File: src/core/bbpmd_pkg.sv
// shared constants, types and decode functions for the byte/bit/pointer transfer_op unit
package bbpmd_pkg;

   // opcode patterns; the indirect forms carry the index bit in bit 0
   localparam logic [7:0] OPC_DIR_IND = 8'h86;
   localparam logic [7:0] OPC_DIR_IMM = 8'h75;
   localparam logic [7:0] OPC_IND_ACC = 8'hF6;
   localparam logic [7:0] OPC_IND_IMM = 8'h76;
   localparam logic [7:0] OPC_C_BIT = 8'hA2;
   localparam logic [7:0] OPC_BIT_C = 8'h92;
   localparam logic [7:0] OPC_PTR_LD = 8'h90;
   localparam logic [7:0] INDEX_MASK = 8'hFE;

   // bit space: low half maps into a byte area, upper half into byte-aligned registers
   localparam logic [7:0] BIT_AREA_BASE = 8'h20;
   localparam int BIT_SPLIT = 7;
   localparam logic [7:0] BIT_ONE = 8'h01;

   localparam logic [1:0] LEN_ONE = 2'h1;
   localparam logic [1:0] LEN_TWO = 2'h2;
   localparam logic [1:0] LEN_THREE = 2'h3;
   localparam logic [1:0] LEN_NONE = 2'h0;
   localparam logic [1:0] CYC_ONE = 2'h1;
   localparam logic [1:0] CYC_TWO = 2'h2;

   typedef enum logic [2:0] {
      OP_NONE, OP_DIR_IND, OP_DIR_IMM, OP_IND_ACC, OP_IND_IMM, OP_C_BIT, OP_BIT_C, OP_PTR_LD
   } bbpmd_op_t;

   typedef enum logic [1:0] {ST_IDLE, ST_STEP1, ST_STEP2} bbpmd_state_t;

   function automatic bbpmd_op_t bbpmd_decode(input logic [7:0] opc);
      bbpmd_op_t op;
      op = OP_NONE;
      if ((opc & INDEX_MASK) == OPC_DIR_IND) op = OP_DIR_IND;
      else if (opc == OPC_DIR_IMM) op = OP_DIR_IMM;
      else if ((opc & INDEX_MASK) == OPC_IND_ACC) op = OP_IND_ACC;
      else if ((opc & INDEX_MASK) == OPC_IND_IMM) op = OP_IND_IMM;
      else if (opc == OPC_C_BIT) op = OP_C_BIT;
      else if (opc == OPC_BIT_C) op = OP_BIT_C;
      else if (opc == OPC_PTR_LD) op = OP_PTR_LD;
      return op;
   endfunction

   function automatic logic [1:0] bbpmd_bytes(input bbpmd_op_t op);
      case (op)
         OP_IND_ACC: return LEN_ONE;
         OP_DIR_IND, OP_IND_IMM, OP_C_BIT, OP_BIT_C: return LEN_TWO;
         OP_DIR_IMM, OP_PTR_LD: return LEN_THREE;
         default: return LEN_NONE;
      endcase
   endfunction

   function automatic logic [1:0] bbpmd_cycles(input bbpmd_op_t op);
      case (op)
         OP_IND_ACC, OP_IND_IMM, OP_C_BIT: return CYC_ONE;
         default: return CYC_TWO;
      endcase
   endfunction

endpackage
File: src/core/bbpmd_addr_map.sv
// address mapping for the index register and the direct bit space
`timescale 1ns/100ps
module bbpmd_addr_map
   import bbpmd_pkg::*;
(
   input wire logic [1:0] bank_i,
   input wire logic index_i,
   input wire logic [7:0] bit_addr_i,
   output logic [7:0] index_addr_o,
   output logic [7:0] bit_byte_addr_o,
   output logic [2:0] bit_pos_o
);
   wire [7:0] low_area_byte;
   wire [7:0] high_area_byte;

   // register zero or one of the active bank, eight registers per bank
   assign index_addr_o = {3'h0, bank_i, 2'h0, index_i};
   assign low_area_byte = BIT_AREA_BASE + {4'h0, bit_addr_i[6:3]};
   assign high_area_byte = {bit_addr_i[7:3], 3'h0};
   assign bit_byte_addr_o = bit_addr_i[BIT_SPLIT] ? high_area_byte : low_area_byte;
   assign bit_pos_o = bit_addr_i[2:0];
endmodule // bbpmd_addr_map

File: src/core/bbpmd_core.sv
// decode and execute of byte, bit and pointer-load transfer_op instructions
// Overview of operation
// - opcode 1000011i moves indirect location to direct address; 2 bytes, 2 cycles.
// - opcode 01110101 writes byte-three constant to byte-two address; 3 bytes, 2 cycles.
// - opcode 10100010 copies the addressed bit into carry; 2 bytes, 1 cycle.
// - every bit transfer has carry at one end, any direct bit at the other.
// - a bit transfer changes only its destination bit, nothing else.
// - pointer load places a 16-bit constant at once; 3 bytes, 2 cycles.
// - second byte goes to the pointer high half, third byte to the low half.
// - pointer load leaves every status flag untouched.
// - index bit selects register zero or one of the active bank.
`timescale 1ns/100ps
module bbpmd_core
   import bbpmd_pkg::*;
(
   input wire logic CLK_I,
   input wire logic RESETN_I,
   input wire logic START_I,
   input wire logic [7:0] OPCODE_I,
   input wire logic [7:0] BYTE2_I,
   input wire logic [7:0] BYTE3_I,
   input wire logic [7:0] ACC_I,
   input wire logic CARRY_I,
   input wire logic [1:0] BANK_I,
   input wire logic [7:0] RD_DATA_I,
   output logic READY_O,
   output logic DECODE_HIT_O,
   output logic [1:0] LENGTH_O,
   output logic RD_EN_O,
   output logic [7:0] RD_ADDR_O,
   output logic WR_EN_O,
   output logic [7:0] WR_ADDR_O,
   output logic [7:0] WR_DATA_O,
   output logic CARRY_WE_O,
   output logic CARRY_O,
   output logic [15:0] POINTER_O
);
   bbpmd_state_t state, next_state;
   bbpmd_op_t op;
   logic index_sel;
   logic [7:0] opr1, opr2, acc, ind_ptr, rmw_byte;
   logic carry_in;
   logic [1:0] bank;
   logic [7:0] pointer_high_byte, pointer_low_byte;
   logic wr_en, carry_we, carry_val;
   logic [7:0] wr_addr, wr_data;

   bbpmd_op_t in_op;
   wire step1, step2, last_step, take, is_indirect;
   wire [1:0] op_cycles;
   wire [7:0] index_addr, bit_byte_addr, bit_mask, bit_merged;
   wire [2:0] bit_pos;
   wire next_wr_en, next_carry_we, next_carry_val;
   wire [7:0] next_wr_addr, next_wr_data;

   assign in_op = bbpmd_decode(OPCODE_I);
   assign DECODE_HIT_O = (in_op != OP_NONE);
   assign LENGTH_O = bbpmd_bytes(in_op);
   assign step1 = (state == ST_STEP1);
   assign step2 = (state == ST_STEP2);
   assign op_cycles = bbpmd_cycles(op);
   // ready already in the last step so that instructions run back to back
   assign last_step = (step1 && op_cycles == CYC_ONE) || step2;
   assign READY_O = (state == ST_IDLE) || last_step;
   assign take = START_I && READY_O && DECODE_HIT_O;
   assign is_indirect = (op == OP_DIR_IND) || (op == OP_IND_ACC) || (op == OP_IND_IMM);

   bbpmd_addr_map u_map (
      .bank_i(bank),
      .index_i(index_sel),
      .bit_addr_i(opr1),
      .index_addr_o(index_addr),
      .bit_byte_addr_o(bit_byte_addr),
      .bit_pos_o(bit_pos)
   );

   always_comb begin
      next_state = ST_IDLE;
      if (take) begin
         next_state = ST_STEP1;
      end else if (step1 && op_cycles == CYC_TWO) begin
         next_state = ST_STEP2;
      end
   end

   assign RD_EN_O = (step1 && (is_indirect || op == OP_C_BIT || op == OP_BIT_C))
                    || (step2 && op == OP_DIR_IND);
   assign RD_ADDR_O = (step2 && op == OP_DIR_IND) ? ind_ptr :
                      (step1 && is_indirect) ? index_addr :
                      RD_EN_O ? bit_byte_addr : 8'h00;

   // only the addressed bit is replaced
   assign bit_mask = BIT_ONE << bit_pos;
   assign bit_merged = (rmw_byte & ~bit_mask) | (carry_in ? bit_mask : 8'h00);

   // second step writes the indirect source to direct
   // direct address from byte two, constant from byte three
   assign next_wr_en = (step1 && (op == OP_DIR_IMM || op == OP_IND_ACC || op == OP_IND_IMM))
                       || (step2 && (op == OP_DIR_IND || op == OP_BIT_C));
   assign next_wr_addr = (step1 && (op == OP_IND_ACC || op == OP_IND_IMM)) ? RD_DATA_I :
                         (step2 && op == OP_BIT_C) ? bit_byte_addr : opr1;
   assign next_wr_data = (step1 && op == OP_DIR_IMM) ? opr2 :
                         (step1 && op == OP_IND_ACC) ? acc :
                         (step1 && op == OP_IND_IMM) ? opr1 :
                         (step2 && op == OP_BIT_C) ? bit_merged : RD_DATA_I;
   assign next_carry_we = step1 && (op == OP_C_BIT);
   assign next_carry_val = RD_DATA_I[bit_pos];

   always_ff @(posedge CLK_I or negedge RESETN_I) begin
      if (!RESETN_I) begin
         state <= ST_IDLE;
         op <= OP_NONE;
         index_sel <= 1'b0;
         opr1 <= 8'h00;
         opr2 <= 8'h00;
         acc <= 8'h00;
         carry_in <= 1'b0;
         bank <= 2'h0;
      end else begin
         state <= next_state;
         if (take) begin
            op <= in_op;
            index_sel <= OPCODE_I[0];
            opr1 <= BYTE2_I;
            opr2 <= BYTE3_I;
            acc <= ACC_I;
            carry_in <= CARRY_I;
            bank <= BANK_I;
         end
      end
   end

   always_ff @(posedge CLK_I or negedge RESETN_I) begin
      if (!RESETN_I) begin
         ind_ptr <= 8'h00;
         rmw_byte <= 8'h00;
      end else if (step1) begin
         ind_ptr <= RD_DATA_I;
         rmw_byte <= RD_DATA_I;
      end
   end

   // writes are registered and land one cycle after the step that made them
   always_ff @(posedge CLK_I or negedge RESETN_I) begin
      if (!RESETN_I) begin
         wr_en <= 1'b0;
         wr_addr <= 8'h00;
         wr_data <= 8'h00;
         carry_we <= 1'b0;
         carry_val <= 1'b0;
      end else begin
         wr_en <= next_wr_en;
         wr_addr <= next_wr_addr;
         wr_data <= next_wr_data;
         carry_we <= next_carry_we;
         carry_val <= next_carry_val;
      end
   end

   // whole pointer loaded in one edge
   // no flag strobe on this path
   always_ff @(posedge CLK_I or negedge RESETN_I) begin
      if (!RESETN_I) begin
         pointer_high_byte <= 8'h00;
         pointer_low_byte <= 8'h00;
      end else if (step1 && op == OP_PTR_LD) begin
         pointer_high_byte <= opr1;
         pointer_low_byte <= opr2;
      end
   end

   assign WR_EN_O = wr_en;
   assign WR_ADDR_O = wr_addr;
   assign WR_DATA_O = wr_data;
   assign CARRY_WE_O = carry_we;
   assign CARRY_O = carry_val;
   assign POINTER_O = {pointer_high_byte, pointer_low_byte};
endmodule // bbpmd_core

File: config.mk
export PLATFORM = sky130hd
export DESIGN_NAME = bbpmd_core
export DESIGN_NICKNAME = d
export VERILOG_FILES = /design/src/core/bbpmd_pkg.sv /design/src/core/bbpmd_addr_map.sv /design/src/core/bbpmd_core.sv
export SDC_FILE = /design/constraint.sdc
export NUM_CORES = 1
export LEC_CHECK = 0
export BUFFER_PORTS_ARGS = -buffer_cell sky130_fd_sc_hd__buf_2
export CORE_MARGIN = 2
export CORE_UTILIZATION = 41
export CTS_BUF_LIST = sky130_fd_sc_hd__clkbuf_8 sky130_fd_sc_hd__clkbuf_16
export DETAILED_ROUTE_END_ITERATION = 8
export GPL_TIMING_DRIVEN = 0
export HOLD_SLACK_MARGIN = 0.05
export RECOVER_POWER = 50
export SLEW_MARGIN = 20
export SYNTH_ARGS = -nofsm -noshare
export SYNTH_HDL_FRONTEND = slang
export SYNTH_SLANG_ARGS = --single-unit
export TNS_END_PERCENT = 100
File: constraint.sdc
create_clock -name CLK_I -period 2.8 [get_ports CLK_I]
set_input_delay 0.28 -clock CLK_I [delete_from_list [all_inputs] [get_ports CLK_I]]
set_output_delay 0.28 -clock CLK_I [all_outputs]
set_load 0.005 [all_outputs]
==> impl_metrics.env <==
export IMPL_utilization_pct=51.5
export IMPL_critPathMaxFanout=10
export IMPL_peakVddDrop_mv=0.311
export IMPL_whs_ns=0.153
export IMPL_max_freq_mhz=405
export IMPL_fillers=819
export IMPL_startpoint_type="register"
export IMPL_maxCapViolCount=0
export IMPL_synth_cell_type_count=46
export IMPL_fin_setup_tns_ns=0
export IMPL_gp_congestion=0.921
export IMPL_drv_slew=0
export IMPL_final_area_sq_um=4510
export IMPL_die_area_sq_um=9840
export IMPL_first_pass_iters=4
export IMPL_wl_per_cell_um=17.5
export IMPL_syn_to_final_growth_pct=21.4
export IMPL_crit_start="op[1]"
export IMPL_place_area_sq_um=4350
export IMPL_clk_pin_slew_ns=0.09
export IMPL_dp_final_hpwl_mm=7.19
export IMPL_r2r_slack_ns=0.33
export IMPL_overflow=0
export IMPL_synth_edf_count=0
export IMPL_crit_arrival_ns=2.70
export IMPL_ctsHtreeMaxLevel=3
export IMPL_syn_inst=336
export IMPL_rows=34
export IMPL_antenna_found_initial=0
export IMPL_final_setup_worst_slack_ns=0.332
export IMPL_drt_iter0_drc=161
export IMPL_track_usage_pct=20.5
export IMPL_hold_viol=0
export IMPL_port_buffers=93
export IMPL_power_density_nw_per_um2=731
export IMPL_cp_endpoint="WR_DATA_O[7]"
export IMPL_vias=3046
export IMPL_cp_required_ns=3.03
export IMPL_cts_tree="done"
export IMPL_dieWidth_um=99.2
export IMPL_status="completed"
export IMPL_reg2reg_depth=7
export IMPL_cts_sinks=76
export IMPL_die_h_um=99.2
export IMPL_io_pin_count=94
export IMPL_clkLatencyLatePin_ns=0.35
export IMPL_crit_type="register to register"
export IMPL_cts_root_buf="clkbuf_8"
export IMPL_rsz0062_at_grt="no"
export IMPL_r2r_end="WR_DATA_O[7]"
export IMPL_synthFlopType="dfrtp_1"
export IMPL_clockBufferDepth=2
export IMPL_critical_path_endpoint_type="register"
export IMPL_grt_pass1_wl_mm=15.6
export IMPL_ant_nets=0
export IMPL_dpl_worst_slack_ns=0.138
export IMPL_avgSynthCellArea_sq_um=11.1
export IMPL_drc=0
export IMPL_yosys_register_bits=76
export IMPL_skew_ns=0.0151
export IMPL_r2r_start="op[1]"
export IMPL_numCtsBuffers=9
export IMPL_setup_violations=0
export IMPL_drive_gt1_share_pct=35.8
export IMPL_grt_pass1_vias=2934
export IMPL_routed_top_layer="met4"
export IMPL_synthesis_nets=382
export IMPL_min_period_ns=2.47
export IMPL_synth_seq_area_share_pct=51.2
export IMPL_p_leak_nw=2.13
export IMPL_routed_wl_met3_um=663
export IMPL_core_sq_um=8760
export IMPL_yosysWarnings=0
export IMPL_initial_utilization_pct=42.4
export IMPL_fin_crit_sh_pct=88.2
export IMPL_synthesis_area_sq_um=3710
export IMPL_grt_max_degree=53
export IMPL_slew_headroom_pct=12.8
export IMPL_wl_met2_mm=4.51
export IMPL_async_flop_share_pct=100
export IMPL_vias_per_cell=5.49
export IMPL_m1WireLength_mm=4.44
export IMPL_drt_wl_total_mm=9.73
export IMPL_insertedDiodeCount=0
export IMPL_min_path_cells=2
export IMPL_postCtsSetupBuffers=0
export IMPL_finalNetCount=488
export IMPL_min_path_type="input pin to register"
export IMPL_tightestPinTransition_ns=1.31
## power breakdown
part	leakage [nW]	total (mW)	switching, mW	internal, mW
Clock	0.0886	0.778	0.443	0.335
Sequential	0.953	1.62	0.215	1.40
Combinational	1.09	0.900	0.443	0.458
Total	2.13	3.30	1.10	2.20
## cells in the mapped netlist (2+ instances only)
cell,count,area [sq um]
a21oi_1,13,65.1
a22o_1,6,52.6
a31oi_1,9,56.3
a32oi_1,3,26.3
and2_1,3,18.8
and3b_1,2,17.5
clkbuf_1,15,56.3
dfrtp_1,76,1900
inv_1,8,30.0
mux2_2,37,417
mux2_4,9,135
mux2i_1,8,80.1
mux4_2,2,45.0
nand2_1,55,206
nand2b_1,3,18.8
nand3_1,6,30.0
nand3b_1,2,15.0
nor2_1,12,45.0
nor2b_1,4,25.0
nor3_1,9,45.0
nor3b_1,5,37.5
o211ai_1,9,67.6
o21ai_0,7,35.0
o22ai_1,11,68.8
## cell families (layout without fill, tap and decap cells)
family | Yosys count | count (layout) | share of synthesized area [%]
and+or+nand+nor | 109 | 109 | 14.2
DFF | 76 | 76 | 51.2
AOI/OAI and AO/OA | 68 | 68 | 12.8
muxes | 56 | 56 | 18.2
buffers and inverters | 26 | 137 | 3.37
xor gates and xnor gates | 1 | 1 | 0.236
## metrics by stage
step,power (mW),cells
after floorplan,2.17,336
after global placement,2.52,537
after detailed placement,2.55,538
after CTS,3.35,555
after global routing,3.51,555
final,3.30,555
## flip-flops by register name (all words and copies together), names as in the netlist, 2 cells and up
name               count
bank                   2
rmw_byte               8
opr1                   8
state                  2
WR_DATA_O              8
WR_ADDR_O              8
pointer_low_byte       8
opr2                   8
pointer_high_byte      8
op                     3
acc                    8
## cell type report
cell class	instances	area (sq um)	area share, %
timing repair buffer	95	472	10.5
buffer	18	95.1	2.11
tap	108	135	3.00
clock inverter	7	57.6	1.28
inverter	8	30.0	0.666
multi-input combinational	234	1700	37.6
sequential	76	1900	42.2
clock buffer	9	124	2.75
## how the worst min path moves through the flow
stage / startpoint / endpoint / slack, ns
detailed placement: RESETN_I / WR_ADDR_O[4] / 0.21
global placement: pointer_high_byte[5] / pointer_high_byte[5] / 0.48
floorplan: RESETN_I / CARRY_O / -0.02
finish: BYTE2_I[6] / opr1[6] / 0.15
global route: BYTE2_I[3] / opr1[3] / 0.14
CTS: BYTE2_I[3] / opr1[3] / 0.14
## critical path, stage by stage (launching register included)
cell,delay [ns]
dfrtp_1,0.35
clkbuf_1,0.38
and3b_1,0.28
nor2b_1,0.14
clkbuf_1,0.33
clkbuf_1,0.40
o211ai_1,0.18
a31oi_1,0.30
## repair_timing
| action | CTS | global route |
|---|---|---|
| hold buffers | 1 | 0 |
| hold endpoints to repair | 24 | 0 |
| setup endpoints to repair | 0 | 10 |
| gates resized for setup | 0 | 1 |
## placed cells by master (no fill, tap or decap), drive strengths merged, types with 3 or more instances in the layout
cell type,synthesis,final
nor2b,4,4
a31oi,10,10
clkbuf,15,33
o211ai,9,9
dfrtp,76,76
nand2b,3,3
mux2i,8,8
o21ai,8,8
or4b,3,3
inv,8,12
nor3,9,9
nor3b,5,5
nand2,55,55
nor2,12,12
mux2,46,46
nand3,6,6
a21oi,13,13
o22ai,11,11
and2,3,3
a22o,6,6
a32oi,3,3
buf,3,88
## metal layers
| layer | up-vias | GRT usage, % |
|---|---|---|
| li1 | 1439 | - |
| met1 | 1482 | 28.7 |
| met2 | 116 | 32.2 |
| met3 | 9 | 4.36 |
| met4 | 0 | 6.11 |
| met5 | - | 0 |
Note: power is estimated with default switching activity, not from simulation.
